### config.mk
export PLATFORM = sky130hd
export DESIGN_NAME = spe_event_status
export DESIGN_NICKNAME = d
export VERILOG_FILES = /design/src/hdl/spe_pkg.sv /design/src/hdl/spe_event_status.sv
export VERILOG_INCLUDE_DIRS = /design/src /design/src/hdl
export SDC_FILE = /design/constraint.sdc
export NUM_CORES = 1
export LEC_CHECK = 0
export BUFFER_PORTS_ARGS = -buffer_cell sky130_fd_sc_hd__clkbuf_2
export CAP_MARGIN = 10
export CORE_UTILIZATION = 40
export CTS_CLUSTER_DIAMETER = 50
export DETAILED_ROUTE_END_ITERATION = 7
export HOLD_SLACK_MARGIN = 0.02
export PLACE_DENSITY_LB_ADDON = 0.08
export RECOVER_POWER = 25
export SLEW_MARGIN = 20
export SYNTH_ARGS = -nofsm -noshare
export SYNTH_HDL_FRONTEND = slang
export SYNTH_SLANG_ARGS = --single-unit
### constraint.sdc
create_clock -name i_ref_clk -period 3.2 [get_ports i_ref_clk]
set_input_delay 0.32 -clock i_ref_clk [delete_from_list [all_inputs] [get_ports i_ref_clk]]
set_output_delay 0.32 -clock i_ref_clk [all_outputs]
set_load 0.01 [all_outputs]
### src/hdl/spe_cfg.svh
// register offsets, field positions and reset values of the event status block
// assumes: included by its bare name, defines only
`ifndef SPE_CFG_SVH
`define SPE_CFG_SVH
`define SPE_OFF_ENABLE_SET 8'h08
`define SPE_OFF_ENABLE_CLEAR 8'h0C
`define SPE_OFF_ENABLE_VIEW 8'h10
`define SPE_OFF_CHANNEL_FLAGS 8'h14
`define SPE_OFF_MODE 8'h04
`define SPE_MODE_ITER_LSB 24
`define SPE_MODE_ITER_W 3
`define SPE_MODE_FILTER_BIT 28
`define SPE_EVENT_MASK 32'h000F3FFF
`define SPE_MASK_RESET 32'h00000000
`define SPE_MODE_RESET 32'h00000000
`define SPE_BIT_RX_CHAR_READY 0
`define SPE_BIT_TX_HOLDING_FREE 1
`define SPE_BIT_BRK 2
`define SPE_BIT_RX_DMA_TRANSFER_DONE 3
`define SPE_BIT_TX_DMA_TRANSFER_DONE 4
`define SPE_BIT_OVR 5
`define SPE_BIT_FRAME 6
`define SPE_BIT_PAR 7
`define SPE_BIT_TMO 8
`define SPE_BIT_TX_ALL_DRAINED 9
`define SPE_BIT_ITER 10
`define SPE_BIT_TX_DMA_BUFFER_DRAINED 11
`define SPE_BIT_RX_DMA_BUFFER_FULL 12
`define SPE_BIT_NAK 13
`define SPE_BIT_CHG_LSB 16
`define SPE_BIT_LVL_LSB 20
`endif

### src/hdl/spe_pkg.sv
// types shared by the event status block
// assumes: compiled before the module
package spe_pkg;
    // one-cycle event pulses from the character framer
    typedef struct packed {
        logic brk;
        logic ovr;
        logic frame;
        logic par;
        logic tmo;
        logic nak;
        logic iter_hit;
    } spe_events_t;
    // live state of the framer and dma channels
    typedef struct packed {
        logic rx_char_ready;
        logic tx_holding_free;
        logic tx_all_drained;
        logic rx_dma_transfer_done;
        logic tx_dma_transfer_done;
        logic tx_dma_buffer_drained;
        logic rx_dma_buffer_full;
    } spe_live_t;
    // one-cycle control commands
    typedef struct packed {
        logic clear_error_flags_cmd;
        logic arm_idle_timer_cmd;
        logic clear_nak_flag_cmd;
        logic clear_repeat_count_cmd;
    } spe_cmds_t;
    // modem line order: alert, peer_set_ok, carrier_sense, peer_accepts
    typedef logic [3:0] spe_modem_t;
endpackage

### src/hdl/spe_event_status.sv
// event status, interrupt mask and mode bits of a serial port
// assumes: framer and dma flags arrive on i_ref_clk; modem lines and rx pin are async
//------------------------------------------------------------
// Summary of operation
//------------------------------------------------------------
// Summary of operation
// - repeat limit field sets max repetitions in smartcard T=0 mode
// - filter off passes rx line; on uses 2-of-3 vote at 1/16 bit
// - write-only enable register: bits 0-13 events, 16-19 modem changes
// - write-only disable register with same layout
// - read-only mask register reports enabled sources
// - rx ready set while unread character, cleared by read or rx disable
// - rx ready returns when receiver re-enabled with pending character
// - tx ready low with held char, break request, or tx disabled
// - tx ready rises as soon as transmitter enabled
// - break flag latches until status-reset command
// - dma end-of-transfer flags follow channel signals unlatched
// - overrun flag latches until status-reset command
// - framing flag latches on low stop bit until status-reset
// - parity flag latches until status-reset command
// - timeout flag set after timeout since arm, zero if timeout value zero
// - tx empty only when holding and shift registers both empty
// - repeat flag latches until clear-repeat-count command
// - dma buffer flags mirror channel signals unlatched
// - nak flag latches until clear-nak command
// - modem change flag set on transition, cleared by status read
// - status shows live modem line levels
// - status-reset clears parity, framing, overrun and break together
// - arm command clears timeout flag
`timescale 1ns/1ps
`include "spe_cfg.svh"

module spe_event_status
    import spe_pkg::*;
#(
    parameter int ITER_W = `SPE_MODE_ITER_W
) (
    input wire logic i_ref_clk,
    input wire logic i_rst,
    input wire logic [7:0] i_addr,
    input wire logic [31:0] i_wdata,
    input wire logic i_wr,
    input wire logic i_rd,
    input wire spe_live_t i_live,
    input wire spe_events_t i_events,
    input wire spe_cmds_t i_cmds,
    input wire logic i_timeout_value_zero,
    input wire spe_modem_t i_modem_pins,
    input wire logic i_rx_pin,
    input wire logic i_tick16,
    output logic [31:0] o_rdata,
    output logic o_irq,
    output logic o_rx_filtered,
    output logic [ITER_W-1:0] o_max_iteration,
    output logic o_filter_en
);

    //------------------------------------------------------------
    // pin synchronisers
    //------------------------------------------------------------
    logic [3:0] modem_s1_reg;
    logic [3:0] modem_s2_reg;
    logic [3:0] modem_old_reg;
    logic rx_s1_reg;
    logic rx_s2_reg;

    always_ff @(posedge i_ref_clk or posedge i_rst) begin
        if (i_rst) begin
            modem_s1_reg <= 4'h0;
            modem_s2_reg <= 4'h0;
            modem_old_reg <= 4'h0;
            rx_s1_reg <= 1'b1;
            rx_s2_reg <= 1'b1;
        end else begin
            modem_s1_reg <= i_modem_pins;
            modem_s2_reg <= modem_s1_reg;
            modem_old_reg <= modem_s2_reg;
            rx_s1_reg <= i_rx_pin;
            rx_s2_reg <= rx_s1_reg;
        end
    end

    //------------------------------------------------------------
    // bus decode
    //------------------------------------------------------------
    wire logic wr_set = i_wr && (i_addr == `SPE_OFF_ENABLE_SET);
    wire logic wr_clr = i_wr && (i_addr == `SPE_OFF_ENABLE_CLEAR);
    wire logic wr_mode = i_wr && (i_addr == `SPE_OFF_MODE);
    wire logic rd_flags = i_rd && (i_addr == `SPE_OFF_CHANNEL_FLAGS);
    wire logic rd_view = i_rd && (i_addr == `SPE_OFF_ENABLE_VIEW);
    wire logic rd_mode = i_rd && (i_addr == `SPE_OFF_MODE);

    //------------------------------------------------------------
    // mode bits
    //------------------------------------------------------------
    logic [ITER_W-1:0] max_iter_reg;
    logic filter_reg;
    wire logic [ITER_W-1:0] iter_field = i_wdata[`SPE_MODE_ITER_LSB +: ITER_W];
    wire logic filter_field = i_wdata[`SPE_MODE_FILTER_BIT];
    wire logic [31:0] mode_word = (32'(filter_reg) << `SPE_MODE_FILTER_BIT)
        | (32'(max_iter_reg) << `SPE_MODE_ITER_LSB);

    always_ff @(posedge i_ref_clk or posedge i_rst) begin
        if (i_rst) begin
            max_iter_reg <= '0;
            filter_reg <= 1'b0;
        end else if (wr_mode) begin
            max_iter_reg <= iter_field;
            filter_reg <= filter_field;
        end
    end

    //------------------------------------------------------------
    // receive line filter
    //------------------------------------------------------------
    // three samples taken on the sixteenth-bit tick, majority decides
    logic [2:0] rx_samp_reg;
    logic rx_filt_reg;

    function automatic logic spe_major(input logic [2:0] s);
        return (s[0] & s[1]) | (s[1] & s[2]) | (s[0] & s[2]);
    endfunction

    wire logic [2:0] rx_samp_next = i_tick16 ? {rx_samp_reg[1:0], rx_s2_reg} : rx_samp_reg;
    wire logic rx_filt_next = filter_reg ? spe_major(rx_samp_next) : rx_s2_reg;

    always_ff @(posedge i_ref_clk or posedge i_rst) begin
        if (i_rst) begin
            rx_samp_reg <= 3'h7;
            rx_filt_reg <= 1'b1;
        end else begin
            rx_samp_reg <= rx_samp_next;
            rx_filt_reg <= rx_filt_next;
        end
    end

    //------------------------------------------------------------
    // interrupt mask
    //------------------------------------------------------------
    logic [31:0] mask_reg;
    // clear beats set when both written the same cycle, which cannot happen: strobes differ by address
    wire logic [31:0] mask_next = (mask_reg | (wr_set ? i_wdata : 32'h0))
        & ~(wr_clr ? i_wdata : 32'h0) & `SPE_EVENT_MASK;

    always_ff @(posedge i_ref_clk or posedge i_rst) begin
        if (i_rst) begin
            mask_reg <= `SPE_MASK_RESET;
        end else begin
            mask_reg <= mask_next;
        end
    end

    //------------------------------------------------------------
    // sticky flags
    //------------------------------------------------------------
    // an event in the clearing cycle survives the clear
    logic brk_reg;
    logic ovr_reg;
    logic frame_reg;
    logic par_reg;
    logic tmo_reg;
    logic iter_reg;
    logic nak_reg;
    logic [3:0] chg_reg;

    wire logic clr_err = i_cmds.clear_error_flags_cmd;
    wire logic brk_next = i_events.brk | (brk_reg & ~clr_err);
    wire logic ovr_next = i_events.ovr | (ovr_reg & ~clr_err);
    wire logic frame_next = i_events.frame | (frame_reg & ~clr_err);
    wire logic par_next = i_events.par | (par_reg & ~clr_err);
    // a zero timeout value disables the timer, so the flag reads zero
    wire logic tmo_next = ~i_timeout_value_zero
        & (i_events.tmo | (tmo_reg & ~i_cmds.arm_idle_timer_cmd));
    wire logic iter_next = i_events.iter_hit | (iter_reg & ~i_cmds.clear_repeat_count_cmd);
    wire logic nak_next = i_events.nak | (nak_reg & ~i_cmds.clear_nak_flag_cmd);
    wire logic [3:0] chg_edge = modem_s2_reg ^ modem_old_reg;
    wire logic [3:0] chg_next = chg_edge | (chg_reg & {4{~rd_flags}});

    always_ff @(posedge i_ref_clk or posedge i_rst) begin
        if (i_rst) begin
            brk_reg <= 1'b0;
            ovr_reg <= 1'b0;
            frame_reg <= 1'b0;
            par_reg <= 1'b0;
            tmo_reg <= 1'b0;
            iter_reg <= 1'b0;
            nak_reg <= 1'b0;
            chg_reg <= 4'h0;
        end else begin
            brk_reg <= brk_next;
            ovr_reg <= ovr_next;
            frame_reg <= frame_next;
            par_reg <= par_next;
            tmo_reg <= tmo_next;
            iter_reg <= iter_next;
            nak_reg <= nak_next;
            chg_reg <= chg_next;
        end
    end

    //------------------------------------------------------------
    // status word and interrupt
    //------------------------------------------------------------
    // live flags come from the framer, which already folds in enable and break state
    logic [31:0] status;
    always_comb begin
        status = 32'h0;
        status[`SPE_BIT_RX_CHAR_READY] = i_live.rx_char_ready;
        status[`SPE_BIT_TX_HOLDING_FREE] = i_live.tx_holding_free;
        status[`SPE_BIT_BRK] = brk_reg;
        status[`SPE_BIT_RX_DMA_TRANSFER_DONE] = i_live.rx_dma_transfer_done;
        status[`SPE_BIT_TX_DMA_TRANSFER_DONE] = i_live.tx_dma_transfer_done;
        status[`SPE_BIT_OVR] = ovr_reg;
        status[`SPE_BIT_FRAME] = frame_reg;
        status[`SPE_BIT_PAR] = par_reg;
        status[`SPE_BIT_TMO] = tmo_reg;
        status[`SPE_BIT_TX_ALL_DRAINED] = i_live.tx_all_drained;
        status[`SPE_BIT_ITER] = iter_reg;
        status[`SPE_BIT_TX_DMA_BUFFER_DRAINED] = i_live.tx_dma_buffer_drained;
        status[`SPE_BIT_RX_DMA_BUFFER_FULL] = i_live.rx_dma_buffer_full;
        status[`SPE_BIT_NAK] = nak_reg;
        status[`SPE_BIT_CHG_LSB +: 4] = chg_reg;
        status[`SPE_BIT_LVL_LSB +: 4] = modem_s2_reg;
    end

    wire logic irq_next = |(status & mask_reg);

    wire logic [31:0] rdata_next =
        rd_view ? mask_reg :
        rd_flags ? status :
        rd_mode ? mode_word :
        32'h0;

    always_ff @(posedge i_ref_clk or posedge i_rst) begin
        if (i_rst) begin
            o_rdata <= 32'h0;
            o_irq <= 1'b0;
        end else begin
            o_rdata <= rdata_next;
            o_irq <= irq_next;
        end
    end

    assign o_rx_filtered = rx_filt_reg;
    assign o_max_iteration = max_iter_reg;
    assign o_filter_en = filter_reg;
endmodule

# Word-level counts from Yosys, hierarchy flattened

Index checks and enable logic that the tools add are counted.

Input bits: 69
Output and inout bits: 38
Register bits: 81

Eq/ne operators: 5
Reductions and logical operators: 7
Bitwise logic cells: 34
Mux-type cells: 7

Operator list:

| kind                                          | count |
|---|---|
| two-way mux 29 bit                            | 3 |
| two-way mux 20 bit                            | 2 |
| OR reduction 32 bit                           | 1 |
| bitwise OR 29 x 27 -> 29 bit                  | 1 |
| AND 24 x 20 -> 24 bit                         | 1 |
| AND 20 bit                                    | 1 |
| NOT 20 bit                                    | 1 |
| bitwise OR 20 bit                             | 1 |
| == test 8 x 4 -> 1 bit, second input constant | 2 |
| == test 8 x 5 -> 1 bit, second input constant | 2 |
| AND 1 bit                                     | 11 |
| bitwise OR 1 bit                              | 9 |
| == test 8 x 3 -> 1 bit, second input constant | 1 |
| logical AND 1 bit                             | 6 |
| NOT 1 bit                                     | 6 |
| AND 4 bit                                     | 1 |
| bitwise OR 4 bit                              | 1 |
| bitwise XOR 4 bit                             | 1 |
| two-way mux 3 bit                             | 1 |
| two-way mux 1 bit                             | 1 |

# Depth between registers and ports, before layout

Gate-level depths: netlist of the first run.

Depth in word-level cells: 5
Mapped depth: 6

# Worst setup path after synthesis of the first run

No wires, ideal clock.

Path type: input-to-reg
Start: input port i_addr[7]
End: register o_rdata[11]
Required time: 3135 ps
Cell stages on the path: 5
Path buffers: 1
Setup slack: 1832 ps
Arrival: 1302 ps
Library setup time: 65 ps
Path through: nor2_1 nand4b_2 nor3b_4 buf_6 a22o_1

Longest elaborated chain between the ends: 5

RTL lines:

| element                                 | RTL line                | text |
|---|---|---|
| start, declared                         | spe_event_status.sv:40  | `input wire logic [7:0] i_addr,` |
| == test 8 x 3 -> 1 bit (no source line) | --                      |  |
| logical AND 1 bit                       | spe_event_status.sv:91  | `` wire logic rd_mode = i_rd && (i_addr == `SPE_OFF_MODE); `` |
| two-way mux 29 bit                      | spe_event_status.sv:231 | `rd_mode ? mode_word :` |
| two-way mux 29 bit                      | spe_event_status.sv:230 | `rd_flags ? status :` |
| two-way mux 29 bit *                    | spe_event_status.sv:229 | `rd_view ? mask_reg :` |
| via rdata_next[11]                      | spe_event_status.sv:228 | `wire logic [31:0] rdata_next =` |
| end signal, assigned                    | spe_event_status.sv:239 | `o_rdata <= rdata_next;` |
| end, declared                           | spe_event_status.sv:51  | `output logic [31:0] o_rdata,` |

Mark *: on every way through the listed nets, which the timed path passes. The rest lies on a longest branch.
A chain may end at the register's enable or synchronous reset.

# Worst setup path in the final report of the first run

Start: input port i_addr[2]
End: register o_rdata[18]

The elaborated chain is that of the path after synthesis.

==> results of run 1 <==
## cells in the final DEF, fill, tap and decap left out
cell and n:
clkbuf_2 90, dfrtp_1 72, inv_1 25, nand2_1 24, a22o_1 22, mux2i_1 20, clkbuf_8 9, and2_1 8
a21o_1 6, conb_1 6, dfstp_2 6, mux2_2 5, o21ai_0 4, xnor2_1 4, nor2_1 3, a221oi_1 3
a22oi_1 3, buf_4 3, a21oi_1 2, nand4_1 2, clkinvlp_4 2, clkinv_2 2, nor4_2 1, and4_1 1
nor3_1 1, nor4_1 1, nand4b_2 1, nor2_2 1, nor3b_4 1, o21bai_1 1, and3_1 1, clkinvlp_2 1
clkbuf_1 1, bufinv_16 1, clkinv_4 1
## cells by family (layout without fill, tap and decap cells)
group | after synthesis | count (layout) | synth area share [%]
buf+inv | 39 | 135 | 6.44
other cells | 1 | 6 | 0.124
mux | 25 | 25 | 8.51
flops | 78 | 78 | 65.0
simple gates | 45 | 45 | 7.97
xor+xnor | 4 | 4 | 1.16
compound gates | 41 | 41 | 10.8
## how the worst min path moves through the flow
stage / startpoint / endpoint / slack [ns] / cells past startpoint
2_1_floorplan: i_rx_pin / rx_s1_reg / 0.32 / 0
3_3_place_gp: modem_s1_reg[2] / modem_s2_reg[2] / 0.33 / 0
3_5_place_dp: modem_s1_reg[1] / modem_s2_reg[1] / 0.34 / 0
4_1_cts: i_rx_pin / rx_s1_reg / 0.04 / 1
5_1_grt: i_rx_pin / rx_s1_reg / 0.03 / 1
6_report: i_rx_pin / rx_s1_reg / 0.05 / 1
## power groups by stage
stage | logic (W) | registers, W | clock network, W
finish | 0.000122 | 0.00105 | 0.000715
CTS | 0.000125 | 0.00105 | 0.000739
global route | 0.000139 | 0.00105 | 0.000788
floorplan | 0.0000677 | 0.00106 | 0
detailed placement | 0.000124 | 0.00107 | 0
global placement | 0.000122 | 0.00107 | 0
## per-stage QoR
stage,setup WS [ns],util [%]
6_report,1.46,51.4
3_5_place_dp,1.06,48.7
3_3_place_gp,1.09,48.7
5_1_grt,1.29,51.4
4_1_cts,1.42,51.4
2_1_floorplan,0.895,-
## critical path, stage by stage
cell	delay, ns
clkbuf_2	0.40
nand2_1	0.29
nor2_2	0.53
buf_4	0.29
a22o_1	0.16
## cell type report
cell class / count / share of cell area (%)
clock buffer: 10 / 3.42
clock inverter: 6 / 1.71
inverter: 26 / 2.65
multi-input combinational: 121 / 23.6
sequential: 78 / 52.6
tap: 99 / 3.32
timing repair buffer: 93 / 12.7
## layer usage
metal / wire length, um / part of all wire (%)
met1: 2840 / 48
met2: 2600 / 44
met3: 392 / 6.7
met4: 65 / 1.1
met5: 0 / 0
==> impl_metrics.py, run 1 <==
metrics = {
    "layout": {
        "multi_input_area_um2": 881,
        "final_area_mm2": 0.00373,
        "insertedDiodeCount": 0,
        "syn_to_final_growth_pct": 23.7,
        "seq_area_mm2": 0.00196,
        "nets": 398,
        "fin_cells": 433,
        "layout-drive-gt1-share_pct": 37.1,
        "num-fill-cells": 665,
        "largest_register_ffs": 26,
    },
    "floorplanning": {
        "die_w_um": 88.8,
        "die_h_um": 88.8,
        "die_area_mm2": 0.00788,
        "ios": 107,
        "placementRows": 31,
        "initial_core_util_pct": 41.5,
        "core_area_mm2": 0.00725,
    },
    "worst_setup_path": {
        "crit_end": "o_rdata[18]",
        "critPathLaunchType": "primary input",
        "crit_start": "i_addr[2]",
        "crit_arrival_ns": 2.01,
        "worstReg2RegEnd": "o_irq",
        "r2r_cells": 4,
        "crit_fanout": 21,
        "regToRegSetupSlack_ns": 1.79,
        "worst-setup-path-type": "primary input to flip-flop",
        "rr_startpoint": "mask_reg[18]",
        "crit_required_ns": 3.47,
        "setup.worst_path.end_class": "flip-flop",
    },
    "pwr": {
        "total_power_w": 0.00188,
        "pwr-share-clk_pct": 37.9,
        "netSwitchingFraction_pct": 23.5,
        "p_int_w": 0.00144,
        "peakVddDrop_v": 0.000280,
        "switchingPower_w": 0.000443,
        "power.density_mw_per_mm2": 506,
        "p_seq_share_pct": 55.6,
        "comb_power_share_pct": 6.4,
        "p_leak_nw": 2.05,
    },
    "logic_synthesis": {
        "synth_area_per_cell_um2": 12.9,
        "synth_area_mm2": 0.00301,
        "ys.flop_type": "dfrtp_1",
        "synth_edf_count": 0,
        "synth.top_cells.by_area": "dfrtp_1, mux2i_1, a22o_1, dfstp_2, inv_1",
        "ys_top_cells_by_count": "dfrtp_1, inv_1, nand2_1",
        "synth_top_area_share_pct": 59.8,
        "ys_ff_latch": 78,
        "synthMostInstantiatedCell": "dfrtp_1",
        "async_reset_ff_share_pct": 100,
        "ys_seq_area_share_pct": 65.0,
        "synth_largest_area_cell": "dfrtp_1",
        "netlist_instances": 233,
        "yosysWarnings": 0,
        "synth_cell_types": 29,
    },
    "global_routing": {
        "met1_usage_pct": 21.8,
        "use_met3_pct": 4.57,
        "busiest_layer": "met2",
        "met2_usage_pct": 24.1,
        "grt_usage_pct": 16.1,
        "antenna_found_initial": 0,
        "grt_pass1_vias": 1920,
        "grt.overflow.total": 0,
        "grt_pass1_wl_um": 9210,
        "grt_max_degree": 48,
    },
    "sta": {
        "finalClockSkew_ns": 0.00613,
        "final.setup.tns_ns": 0,
        "max_clock_freq_mhz": 576,
        "tightest_slew_ns": 2.03,
        "max_slew_margin_pct": -35.8,
        "rsz0062_at_grt": "no",
        "layout_min_cycle_time_ns": 1.74,
        "timing.hold.ws_ns": 0.0542,
        "fin_crit_sh_pct": 54.3,
        "hold_viol_final": 0,
        "setup_viol": 0,
        "drv_slew": 48,
    },
    "place": {
        "placed_area_mm2": 0.00354,
        "dp.cells": 417,
        "hpwl_um": 4060,
        "gp_congestion": 0.666,
        "port_buffers": 90,
    },
    "clock_network": {
        "clock_latency_ns": 0.33,
        "cts_root_buf": "clkbuf_8",
        "cts-resized-gates": 0,
        "cts_made_buffers": 9,
        "cts.htree.levels": 3,
        "postCtsSetupBuffers": 0,
        "ctsLongestPathBuffers": 2,
        "clkSlewWorstSetupHoldPaths_ns": 0.08,
        "cts_tree": "yes",
        "postCtsHoldBufs": 0,
        "cts_sinks": 78,
    },
    "routing": {
        "wl_um": 5890,
        "drc_errors": 0,
        "vias": 1992,
        "vias_per_cell": 4.60,
        "drtPass1Iterations": 4,
        "drtAntennaViolNets": 0,
        "drt_iter0_drc": 91,
        "routedWlPerCell_um": 13.6,
    },
    "status": {
        "status": "finished, violations left",
        "failed_checks": "max-capacitance violations, max-slew violations",
    },
    "run": {
        "maxCapViolations": 1,
    },
    "min_path": {
        "hold_class": "primary input to flip-flop",
    },
}
(Power assumes the default switching activity.)
==> run 2, diff against run 1 <==
==> constraint.sdc (replaced) <==
create_clock -name i_ref_clk -period 1.71 [get_ports i_ref_clk]
set_input_delay 0.171 -clock i_ref_clk [delete_from_list [all_inputs] [get_ports i_ref_clk]]
set_output_delay 0.171 -clock i_ref_clk [all_outputs]
set_load 0.01 [all_outputs]
==> run 2 against run 1 <==
The flow now finishes without violations. First-iteration DRC count down 59%. Sequential power rose by 87%. Global-route usage fell by 0.66 points. Clock power is 62% higher. Die area unchanged. Core utilization up 2.4 points. Power up 79%. Hold slack improved by 0.0094 ns. Critical path depth is 1 lower. Routed wire length down 0.85%. Clock skew increased by 0.0022 ns.
==> impl_metrics.py, run 2 (synthesized netlist as in run 1, its figures left out) <==
metrics = {
    "sta": {
        "fin_crit_sh_pct": 78.9,
        "hold_viol_final": 0,
        "finalClockSkew_ns": 0.00830,
        "rsz0062_at_grt": "no",
        "setup_viol": 0,
        "final.setup.tns_ns": 0,
        "drv_slew": 0,
        "layout_min_cycle_time_ns": 1.35,
        "max_clock_freq_mhz": 741,
    },
    "worst_setup_path": {
        "crit_arrival_ns": 1.56,
        "worst-setup-path-type": "flip-flop to flip-flop",
        "crit_required_ns": 1.92,
        "setup.worst_path.end_class": "flip-flop",
        "rr_startpoint": "mask_reg[8]",
        "critPathMaxStageDelay_ns": 0.40,
        "crit_chain": "a22o_1, a221oi_1, and3_1, nand4_1",
        "worstReg2RegEnd": "o_irq",
        "critPathTopFamily": "compound AO/OA/AOI/OAI gates",
        "cp.depth": 4,
        "crit_start": "mask_reg[8]",
        "critPathLaunchType": "flip-flop",
        "crit_fanout": 3,
        "regToRegSetupSlack_ns": 0.36,
        "cpMaxStageDelayCell": "dfrtp_1",
        "r2r_cells": 4,
        "crit_end": "o_irq",
        "cp_num_buf_inv": 0,
    },
    "place": {
        "gp_congestion": 0.705,
        "hpwl_um": 3930,
        "port_buffers": 90,
        "placed_area_mm2": 0.00361,
    },
    "layout": {
        "mostFrequentLayoutCells": "clkbuf_2, dfrtp_1, inv_1, nand2_1, a22o_1",
        "layout-drive-gt1-share_pct": 36.2,
        "largest_register_ffs": 26,
        "mostFrequentLayoutCell": "clkbuf_2",
        "nets": 415,
        "final_area_mm2": 0.00390,
        "insertedDiodeCount": 0,
        "syn_to_final_growth_pct": 29.5,
        "num-fill-cells": 686,
    },
    "clock_network": {
        "cts_made_buffers": 9,
        "cts_sinks": 78,
        "cts_tree": "yes",
        "cts_root_buf": "clkbuf_8",
        "clkSlewWorstSetupHoldPaths_ns": 0.08,
        "cts.htree.levels": 3,
        "ctsLongestPathBuffers": 2,
        "clock_latency_ns": 0.33,
        "cts-resized-gates": 0,
    },
    "routing": {
        "routedWlPerCell_um": 13.0,
        "drt_iter0_drc": 37,
        "wl_um": 5840,
        "drtAntennaViolNets": 0,
        "vias": 2040,
        "drtPass1Iterations": 3,
        "vias_per_cell": 4.53,
        "drc_errors": 0,
    },
    "min_path": {
        "hold_class": "primary input to flip-flop",
    },
    "pwr": {
        "total_power_w": 0.00338,
        "power.density_mw_per_mm2": 866,
        "p_leak_nw": 2.11,
        "peakVddDrop_v": 0.000345,
    },
    "floorplanning": {
        "core_area_mm2": 0.00725,
        "placementRows": 31,
        "initial_core_util_pct": 41.5,
        "ios": 107,
        "die_area_mm2": 0.00788,
        "die_h_um": 88.8,
        "die_w_um": 88.8,
    },
    "global_routing": {
        "grt_usage_pct": 15.4,
        "grt_pass1_vias": 1842,
        "grt_max_degree": 79,
        "grt.overflow.total": 0,
        "antenna_found_initial": 0,
        "grt_pass1_wl_um": 8820,
    },
    "run": {
        "maxCapViolations": 0,
    },
    "status": {
        "status": "finished, final reports clean",
    },
}
[run 2: area by class of cell]
| cell class | instances | area [um2] | area share [%] |
|---|---|---|---|
| inverters | 26 | 101 | 2.60 |
| multi-input cells | 121 | 881 | 22.6 |
| clock buffers | 10 | 128 | 3.27 |
| repair buffers | 110 | 669 | 17.2 |
| flip-flops and latches | 78 | 1960 | 50.2 |
| well taps | 99 | 124 | 3.17 |
| clock inverters | 6 | 40.0 | 1.03 |
[run 2: per-stage QoR]
step	utilization, %	setup slack, ns	cells	hold slack (ns)
detailed placement	49.7	0.228	421	0.261
global placement	49.7	0.261	421	0.260
finish	53.8	0.360	450	0.0636
global route	53.8	0.294	450	0.0450
CTS	53.8	0.355	450	0.0430
floorplan	-	0.491	238	0.175
[run 2: worst min path at each step]
stage,start,depth (start not counted),slack (ns),to
final,i_wdata[28],2,0.06,o_filter_en
after global routing,i_wdata[28],2,0.04,o_filter_en
after CTS,i_wdata[25],2,0.04,o_max_iteration[1]
after detailed placement,i_rx_pin,1,0.26,rx_s1_reg
after global placement,i_rx_pin,1,0.26,rx_s1_reg
after floorplan,i_rx_pin,0,0.18,rx_s1_reg
[run 2: what timing repair did]
item                      CTS  global route
hold buffers               13             0
setup buffers               0             0
hold endpoints to repair   84             0
[run 2: metal layers]
layer	part of all wire [%]	vias to the layer above	track usage (%)
met5	0	-	0
met4	0.39	0	5.72
met3	6.4	2	4.57
met2	46	65	23.1
met1	47	971	21.2
li1	-	1002	-
[run 2: power breakdown]
group          internal [W]  switching, W
Clock              0.000521      0.000642
Sequential          0.00192     0.0000400
Combinational      0.000128      0.000128
Total               0.00257      0.000810
